==> config.mk <==
export PLATFORM = sky130hd
export DESIGN_NAME = irw_reset_core
export DESIGN_NICKNAME = d
export VERILOG_FILES = /design/src/shared/irw_pkg.sv /design/src/core/irw_tick_gen.sv /design/src/core/irw_low_filter.sv /design/src/core/irw_reset_core.sv
export SDC_FILE = /design/constraint.sdc
export NUM_CORES = 1
export LEC_CHECK = 0
export ABC_CLOCK_PERIOD_IN_PS = 8100
export BUFFER_PORTS_ARGS = -buffer_cell sky130_fd_sc_hd__clkbuf_2
export CAP_MARGIN = 20
export CORE_MARGIN = 2
export CORE_UTILIZATION = 55
export DETAILED_ROUTE_END_ITERATION = 8
export PLACE_DENSITY = 0.78
export SLEW_MARGIN = 5
export SYNTH_ARGS = -nofsm -noshare
export SYNTH_HDL_FRONTEND = slang
export SYNTH_SLANG_ARGS = --single-unit
==> constraint.sdc <==
create_clock -name ref_clk_i -period 8.1 [get_ports ref_clk_i]
set_clock_uncertainty 0.2 [all_clocks]
set_input_delay 0.81 -clock ref_clk_i [delete_from_list [all_inputs] [get_ports ref_clk_i]]
set_output_delay 0.81 -clock ref_clk_i [all_outputs]
set_load 0.01 [all_outputs]
==> src/shared/irw_pkg.sv <==
// Purpose: Constants and types shared by the initial reset and watchdog block.
// Assumes: ref_clk_i runs at 10 MHz; the main clock ticks at 32.768 kHz as an enable.
// Notes: Register offsets are word indices on the plain register port.
package irw_pkg;
    localparam int unsigned CLK_HZ = 10000000;
    localparam int unsigned MAIN_CLK_HZ = 32768;
    localparam int unsigned MAIN_DIV_NUM = 32768;
    localparam int unsigned MAIN_DIV_DEN = 10000000;
    // Pin low filter: 2 ms at the main clock, least time rounded up.
    localparam int unsigned PIN_FILTER_US = 2000;
    localparam int unsigned PIN_FILTER_TICKS = (PIN_FILTER_US * 32768 + 999999) / 1000000;
    // Key combination: 2 s at the main clock.
    localparam int unsigned KEY_HOLD_S = 2;
    localparam int unsigned KEY_HOLD_TICKS = KEY_HOLD_S * MAIN_CLK_HZ;
    // Watchdog counts 1 Hz ticks; reset when the count reaches this value.
    localparam int unsigned WDOG_LIMIT = 4;
    localparam logic [2:0] WDOG_LIMIT_W = 3'h4;
    // Main clock ticks per 1 Hz tick.
    localparam int unsigned SEC_TICKS = MAIN_CLK_HZ;
    localparam logic [11:0] ADDR_WDOG_CLR = 12'hF76;
    localparam logic [11:0] ADDR_OSC_CTRL = 12'hF70;
    localparam int WDOG_CLR_BIT = 0;
    localparam int TMR_CLR_BIT = 1;
    localparam int FAST_EN_BIT = 2;
    localparam int CLK_SEL_BIT = 3;
    localparam logic [7:0] PC_STEP_RST = 8'h00;
    localparam logic [3:0] PC_PAGE_RST = 4'h1;
    localparam logic [3:0] NPP_RST = 4'h1;
    localparam logic RST_BIT_ZERO = 1'b0;
    typedef enum logic [1:0] {KEY_OFF, KEY_01, KEY_012, KEY_0123} irw_key_mode_t;
    typedef struct packed {
        logic [7:0] pc_step;
        logic [3:0] pc_page;
        logic pc_bank;
        logic [3:0] next_page_pointer;
        logic next_bank_pointer;
        logic int_flag;
        logic dec_flag;
    } irw_cpu_init_t;
    typedef struct packed {
        logic pin;
        logic key;
        logic osc;
        logic wdog;
    } irw_src_t;
    localparam irw_cpu_init_t CPU_INIT = '{PC_STEP_RST, PC_PAGE_RST, 1'b0, NPP_RST,
        1'b0, 1'b0, 1'b0};
endpackage

==> src/core/irw_tick_gen.sv <==
// Purpose: Fractional divider making the 32.768 kHz main tick and the 1 Hz tick.
// Assumes: One clock; outputs are one-cycle enables.
// Notes: The 1 Hz tick is the clock timer, which software may clear.
`timescale 1ns/10ps
module irw_tick_gen import irw_pkg::*; (
    input wire logic ref_clk_i,
    input wire logic rst_n_i,
    input wire logic timer_clear_i,
    output logic main_tick_o,
    output logic sec_tick_o
);
    logic [23:0] acc_r, acc_nxt;
    logic [15:0] sec_r, sec_nxt;
    logic main_r, main_nxt, sec_tick_r, sec_tick_nxt;
    logic [24:0] sum;
    always_comb begin
        sum = {1'b0, acc_r} + 25'(MAIN_DIV_NUM);
        main_nxt = 1'b0;
        acc_nxt = sum[23:0];
        if (sum >= 25'(MAIN_DIV_DEN)) begin
            acc_nxt = 24'(sum - 25'(MAIN_DIV_DEN));
            main_nxt = 1'b1;
        end
        sec_nxt = sec_r;
        sec_tick_nxt = 1'b0;
        if (timer_clear_i) begin
            sec_nxt = 16'h0000;
        end else if (main_r) begin
            if (sec_r == 16'(SEC_TICKS - 1)) begin
                sec_nxt = 16'h0000;
                sec_tick_nxt = 1'b1;
            end else begin
                sec_nxt = sec_r + 16'h0001;
            end
        end
    end
    always_ff @(posedge ref_clk_i or negedge rst_n_i) begin
        if (!rst_n_i) begin
            acc_r <= 24'h000000;
            main_r <= 1'b0;
            sec_r <= 16'h0000;
            sec_tick_r <= 1'b0;
        end else begin
            acc_r <= acc_nxt;
            main_r <= main_nxt;
            sec_r <= sec_nxt;
            sec_tick_r <= sec_tick_nxt;
        end
    end
    assign main_tick_o = main_r;
    assign sec_tick_o = sec_tick_r;
endmodule // irw_tick_gen

==> src/core/irw_low_filter.sv <==
// Purpose: Reports a low level only after it has lasted a set number of main ticks.
// Assumes: Input already synchronised; tick is a one-cycle enable.
// Notes: Any high level restarts the count, so short pulses are ignored.
`timescale 1ns/10ps
module irw_low_filter import irw_pkg::*; #(
    parameter int unsigned HOLD = 66
) (
    input wire logic ref_clk_i,
    input wire logic rst_n_i,
    input wire logic tick_i,
    input wire logic low_i,
    output logic held_o
);
    logic [17:0] cnt_r, cnt_nxt;
    logic held_r, held_nxt;
    always_comb begin
        cnt_nxt = cnt_r;
        held_nxt = held_r;
        if (!low_i) begin
            cnt_nxt = 18'h00000;
            held_nxt = 1'b0;
        end else if (tick_i && !held_r) begin
            if (cnt_r >= 18'(HOLD - 1)) begin
                held_nxt = 1'b1;
            end else begin
                cnt_nxt = cnt_r + 18'h00001;
            end
        end
    end
    always_ff @(posedge ref_clk_i or negedge rst_n_i) begin
        if (!rst_n_i) begin
            cnt_r <= 18'h00000;
            held_r <= 1'b0;
        end else begin
            cnt_r <= cnt_nxt;
            held_r <= held_nxt;
        end
    end
    assign held_o = held_r;
endmodule // irw_low_filter

==> src/core/irw_reset_core.sv <==
// Contract
// - Reset held while pin low, released after.
// - Short pin lows rejected; 2 ms needed.
// - Selected keys low 2 s cause reset.
// - Key group chosen at build time.
// - Reset held until slow oscillator runs.
// - Watchdog resets after 3-4 unserviced seconds.
// - Watchdog keeps counting during halt.
// - Writing one clears watchdog; reads zero.
// - Clock timer clear advances watchdog once.
// - Reset loads fixed CPU register values.
// - Slow clock default; fast clock selectable.
// - Software bit stops the fast oscillator.
// Purpose: Initial reset generation, watchdog and oscillator control registers.
// Assumes: Pins are asynchronous to ref_clk_i; the register port is synchronous.
// Notes: The pin noise rejector delays assertion by 2 ms; release waits only for the next main tick.
`timescale 1ns/10ps
module irw_reset_core import irw_pkg::*; #(
    parameter irw_key_mode_t KEY_MODE = KEY_0123
) (
    input wire logic ref_clk_i,
    input wire logic rst_n_i,
    input wire logic reset_pin_n_i,
    input wire logic [3:0] key_input_pins_i,
    input wire logic osc_running_i,
    input wire logic cpu_halt_i,
    input wire logic [11:0] reg_addr_i,
    input wire logic [3:0] reg_wdata_i,
    input wire logic reg_wr_i,
    input wire logic reg_rd_i,
    output logic [3:0] reg_rdata_o,
    output logic cpu_reset_o,
    output irw_cpu_init_t cpu_init_o,
    output logic fast_osc_enable_o,
    output logic fast_clk_sel_o,
    output irw_src_t reset_cause_o
);
    logic [1:0] pin_sync_r;
    logic [3:0] key_sync0_r, key_sync1_r;
    logic [1:0] osc_sync_r;
    logic main_tick, sec_tick;
    logic pin_held, key_held;
    logic key_low;
    logic wd_clr, tmr_clr;
    logic [2:0] wd_cnt_r, wd_cnt_nxt;
    logic wd_fire_r, wd_fire_nxt;
    logic cpu_reset_r, cpu_reset_nxt;
    logic fast_en_r, fast_en_nxt, clk_sel_r, clk_sel_nxt;
    logic [3:0] rdata_r, rdata_nxt;
    irw_src_t cause_r, cause_nxt;
    irw_src_t req;

    // Two-flop synchronisers for every pin.
    always_ff @(posedge ref_clk_i or negedge rst_n_i) begin
        if (!rst_n_i) begin
            pin_sync_r <= 2'h0;
            key_sync0_r <= 4'hF;
            key_sync1_r <= 4'hF;
            osc_sync_r <= 2'h0;
        end else begin
            pin_sync_r <= {pin_sync_r[0], reset_pin_n_i};
            key_sync0_r <= key_input_pins_i;
            key_sync1_r <= key_sync0_r;
            osc_sync_r <= {osc_sync_r[0], osc_running_i};
        end
    end

    assign wd_clr = reg_wr_i && (reg_addr_i == ADDR_WDOG_CLR) && reg_wdata_i[WDOG_CLR_BIT];
    assign tmr_clr = reg_wr_i && (reg_addr_i == ADDR_WDOG_CLR) && reg_wdata_i[TMR_CLR_BIT];

    irw_tick_gen u_tick (
        .ref_clk_i(ref_clk_i),
        .rst_n_i(rst_n_i),
        .timer_clear_i(tmr_clr),
        .main_tick_o(main_tick),
        .sec_tick_o(sec_tick)
    );

    irw_low_filter #(.HOLD(PIN_FILTER_TICKS)) u_pin_filt (
        .ref_clk_i(ref_clk_i),
        .rst_n_i(rst_n_i),
        .tick_i(main_tick),
        .low_i(!pin_sync_r[1]),
        .held_o(pin_held)
    );

    // The key group is fixed at build time; the disabled option never matches.
    always_comb begin
        case (KEY_MODE)
            KEY_01: key_low = ~|key_sync1_r[1:0];
            KEY_012: key_low = ~|key_sync1_r[2:0];
            KEY_0123: key_low = ~|key_sync1_r;
            default: key_low = 1'b0;
        endcase
    end

    irw_low_filter #(.HOLD(KEY_HOLD_TICKS)) u_key_filt (
        .ref_clk_i(ref_clk_i),
        .rst_n_i(rst_n_i),
        .tick_i(main_tick),
        .low_i(key_low),
        .held_o(key_held)
    );

    // Watchdog: counts seconds regardless of cpu_halt_i, so halt gives no shelter.
    always_comb begin
        wd_cnt_nxt = wd_cnt_r;
        // The request stands until a main tick, so a watchdog reset lasts a full main period
        // even when a clock timer clear fires it just before a tick.
        wd_fire_nxt = wd_fire_r && !main_tick;
        if (wd_clr) begin
            wd_cnt_nxt = 3'h0;
        end else if (sec_tick || tmr_clr) begin
            if (wd_cnt_r == WDOG_LIMIT_W - 3'h1) begin
                wd_cnt_nxt = 3'h0;
                wd_fire_nxt = 1'b1;
            end else begin
                wd_cnt_nxt = wd_cnt_r + 3'h1;
            end
        end
    end

    always_comb begin
        req.pin = pin_held;
        req.key = key_held;
        req.osc = !osc_sync_r[1];
        req.wdog = wd_fire_r;
        cpu_reset_nxt = cpu_reset_r;
        cause_nxt = cause_r;
        if (|req) begin
            cpu_reset_nxt = 1'b1;
            cause_nxt = cause_r | req;
        end else if (main_tick) begin
            cpu_reset_nxt = 1'b0;
        end
        if (reg_rd_i && reg_addr_i == ADDR_OSC_CTRL) begin
            cause_nxt = '0;
            if (|req) begin
                cause_nxt = req;
            end
        end
    end

    // Clock controls return to slow clock and fast oscillator off on any reset.
    always_comb begin
        fast_en_nxt = fast_en_r;
        clk_sel_nxt = clk_sel_r;
        rdata_nxt = 4'h0;
        if (cpu_reset_r) begin
            fast_en_nxt = 1'b0;
            clk_sel_nxt = 1'b0;
        end else if (reg_wr_i && reg_addr_i == ADDR_OSC_CTRL) begin
            fast_en_nxt = reg_wdata_i[FAST_EN_BIT];
            clk_sel_nxt = reg_wdata_i[CLK_SEL_BIT] && fast_en_r;
        end
        if (reg_rd_i) begin
            case (reg_addr_i)
                ADDR_WDOG_CLR: rdata_nxt = {4{RST_BIT_ZERO}};
                ADDR_OSC_CTRL: rdata_nxt = {clk_sel_r, fast_en_r, 2'h0};
                default: rdata_nxt = 4'h0;
            endcase
        end
    end

    always_ff @(posedge ref_clk_i or negedge rst_n_i) begin
        if (!rst_n_i) begin
            wd_cnt_r <= 3'h0;
            wd_fire_r <= 1'b0;
            cpu_reset_r <= 1'b1;
            cause_r <= '0;
            fast_en_r <= 1'b0;
            clk_sel_r <= 1'b0;
            rdata_r <= 4'h0;
        end else begin
            wd_cnt_r <= wd_cnt_nxt;
            wd_fire_r <= wd_fire_nxt;
            cpu_reset_r <= cpu_reset_nxt;
            cause_r <= cause_nxt;
            fast_en_r <= fast_en_nxt;
            clk_sel_r <= clk_sel_nxt;
            rdata_r <= rdata_nxt;
        end
    end

    assign cpu_reset_o = cpu_reset_r;
    assign cpu_init_o = CPU_INIT;
    assign fast_osc_enable_o = fast_en_r;
    assign fast_clk_sel_o = clk_sel_r;
    assign reg_rdata_o = rdata_r;
    assign reset_cause_o = cause_r;
endmodule // irw_reset_core

==> out/qor.csv <==
metric,value,unit
status,"complete, no violations",
synthFlopType,dfrtp_1,
first_pass_iters,4,
place_area,5079,um2
drtIter0Drc,159,
grt_pass1_vias,3329,
grt_pass1_wl,15100,um
h-tree-depth,3,
gp_congestion,0.8400,
drv_slew,0,
clock_latency,370,ps
antenna_found_initial,0,
routedWlPerCell,13.62,um
crit_path_max_incr_delay,520,ps
ios,58,
wl,8660,um
rsz0062_at_grt,no,
num_vias,3454,
hold_viol_final,0,
clockBufferDepth,2,
core_area,8678,um2
cts_setup_buffers,0,
async_flop_share,1.000,
crit_chain,nand4_2 -> nor2_1 -> nand3_1 -> a21oi_1 -> o32a_4 -> and2_1 -> inv_2 -> mux2i_1,
worstPathArrival,3020,ps
final_cells,636,
drv_cap,0,
layout-drive-gt1-share,0.1420,
cp_num_buf_inv,1,
crit_type,reg2reg,
layout_common_cells,"dfrtp_1, nor2_1, nand2_1",
cts_sinks,98,
worstPathRequired,8170,ps
max_slew.worst_pin.slew,904.7,ps
numCtsBuffers,9,
hpwl,6159,um
fin_crit_sh,0.3649,
path_max_fanout,17,
clkSlewWorstSetupHoldPaths,100,ps
final_common_cell,dfrtp_1,
dpl.cell_count,619,
path_delay_family,simple AND/OR/NAND/NOR gates,
syn_inst,491,
die_w,98.46,um
ys_ff_latch,98,
cp-start-kind,flop,
holdBufCountCts,0,
total_power,0.8553,mW
max_freq,338.3,MHz
start_util,0.5655,
track_usage,0.1894,
n_fill_cell,716,
setup_viol,0,
power.density,161.5,nW/um2
crit_path_top_delay_cell,dfrtp_1,
portBuffers,34,
maxSlewHeadroom,0.3969,
viasPerCell,5.431,
grt_max_degree,76,
synth_warnings,0,
num_antenna_cells,0,
vdd_drop_max,0.0001286,V
cts-root-buf,clkbuf_8,
cts_resized,0,
area_growth,7.930,%
synth.yosys.seq_area_share,0.5020,
antenna_left,0,
min_period,2956,ps
synth_edf_count,0,
synth.cell_area,4907,um2
die_y,98.46,um
end_kind,flop,
fin_setup_tns,0,ps
hp-class,in2async,
nets,560,
rows,34,
design.die.area,9693,um2
synth_cell_types,64,
p_leak,2.385,nW
tritoncts,yes,
fin_area,5296,um2
route.detailed.drc,0,
postSynthAreaPerCell,9.994,um2
overflow,0,
-- synthesized netlist by cell type (3+ instances only) --
| library cell | number | share of area |
|---|---|---|
| dfrtp_1 | 89 | 0.45 |
| nor2_1 | 71 | 0.054 |
| nand2_1 | 35 | 0.027 |
| xor2_1 | 31 | 0.055 |
| a21oi_1 | 27 | 0.028 |
| buf_4 | 22 | 0.034 |
| nand3_1 | 20 | 0.020 |
| xnor2_1 | 17 | 0.030 |
| inv_1 | 16 | 0.012 |
| o21ai_0 | 13 | 0.013 |
| ha_1 | 10 | 0.025 |
| nand4_1 | 10 | 0.013 |
| clkbuf_1 | 9 | 0.0069 |
| dfstp_2 | 9 | 0.048 |
| and3_1 | 8 | 0.010 |
| nor3_1 | 6 | 0.0061 |
| a21boi_0 | 5 | 0.0076 |
| a31oi_1 | 5 | 0.0064 |
| or3_1 | 5 | 0.0064 |
| a21o_1 | 4 | 0.0061 |
| and2_1 | 4 | 0.0051 |
| and4_1 | 4 | 0.0071 |
| buf_2 | 4 | 0.0041 |
| mux2i_1 | 4 | 0.0082 |
| nor2b_1 | 4 | 0.0051 |
| nor4_1 | 4 | 0.0051 |
| a41oi_1 | 3 | 0.0054 |
| nand2b_1 | 3 | 0.0038 |
| nor3b_1 | 3 | 0.0046 |
| or2_2 | 3 | 0.0038 |
-- stage by stage --
stage	setup slack, ps	hold WS, ps	util
2_1_floorplan	5546	131.2	-
3_3_place_gp	4894	133.8	0.5852
3_5_place_dp	4811	137.1	0.5852
4_1_cts	5152	125.3	0.6094
5_1_grt	4972	128.7	0.6103
6_report	5144	124.5	0.6103
-- final timing paths --
check | end | cells past startpoint | start | slack [ps]
setup / recovery | u_tick.acc_r[8] | 8 | u_tick.acc_r[15] | 5140
setup reg to reg | u_tick.acc_r[8] | 8 | u_tick.acc_r[15] | 5140
hold reg to reg | pin_sync_r[1] | 0 | pin_sync_r[0] | 160
max in group asynchronous | u_key_filt.cnt_r[6] | 2 | rst_n_i | 6370
min in group ref_clk_i | pin_sync_r[1] | 0 | pin_sync_r[0] | 160
hold / removal | reg_rdata_o[3] | 1 | rst_n_i | 120
-- final cells by class --
type	count	area, um2	area share
Timing Repair Buffer	36	187.7	0.03544
Multi-Input combinational cell	361	2236	0.4222
Inverter	17	63.81	0.01205
Clock buffer	10	137.6	0.02599
Tap cell	108	135.1	0.02551
Clock inverter	6	72.57	0.01370
Sequential cell	98	2464	0.4652
-- logic make-up (layout without fill, tap and decap cells) --
group	count (synthesis)	after routing	share of synthesized area
xor gates and xnor gates	48	48	0.08567
and+or+nand+nor	197	197	0.2058
muxes	5	5	0.01045
DFF	98	98	0.5020
AOI/OAI and AO/OA	79	79	0.1114
buffers and inverters	52	69	0.05762
other	2	22	0.001530
adders and majority gates	10	10	0.02550
-- state kept, by name, summed over array words and instances (netlist names), 2 cells and up --
name / cells
u_tick.acc_r: 17
reset_cause_o: 4
u_pin_filt.cnt_r: 18
wd_cnt_r: 3
u_key_filt.cnt_r: 18
pin_sync_r: 2
reg_rdata_o: 2
osc_sync_r: 2
key_sync0_r: 4
key_sync1_r: 4
u_tick.sec_r: 16
-- worst register-to-register path: cells and delay by family, from the launching register on --
family / cells / cell delay (ps)
AO/OA/AOI/OAI: 2 / 720
AND/OR/NAND/NOR: 4 / 1210
flip-flops: 1 / 520
multiplexers: 1 / 120
buffers and inverters: 1 / 80
-- power breakdown --
group	internal, mW	total [mW]	switching (mW)
Sequential	0.495	0.500	0.00450
Combinational	0.00865	0.0290	0.0204
Clock	0.154	0.326	0.172
Total	0.658	0.855	0.197
-- layer usage --
metal  track usage  vias to the layer above  share of wire
met2        0.3197                       47           0.50
met1        0.2492                     1686           0.46
li1              -                     1713              -
met3       0.04468                        8          0.031
met4       0.04847                        0          0.011
met5             0                        -              0
Note: power is estimated with default switching activity, not from simulation.
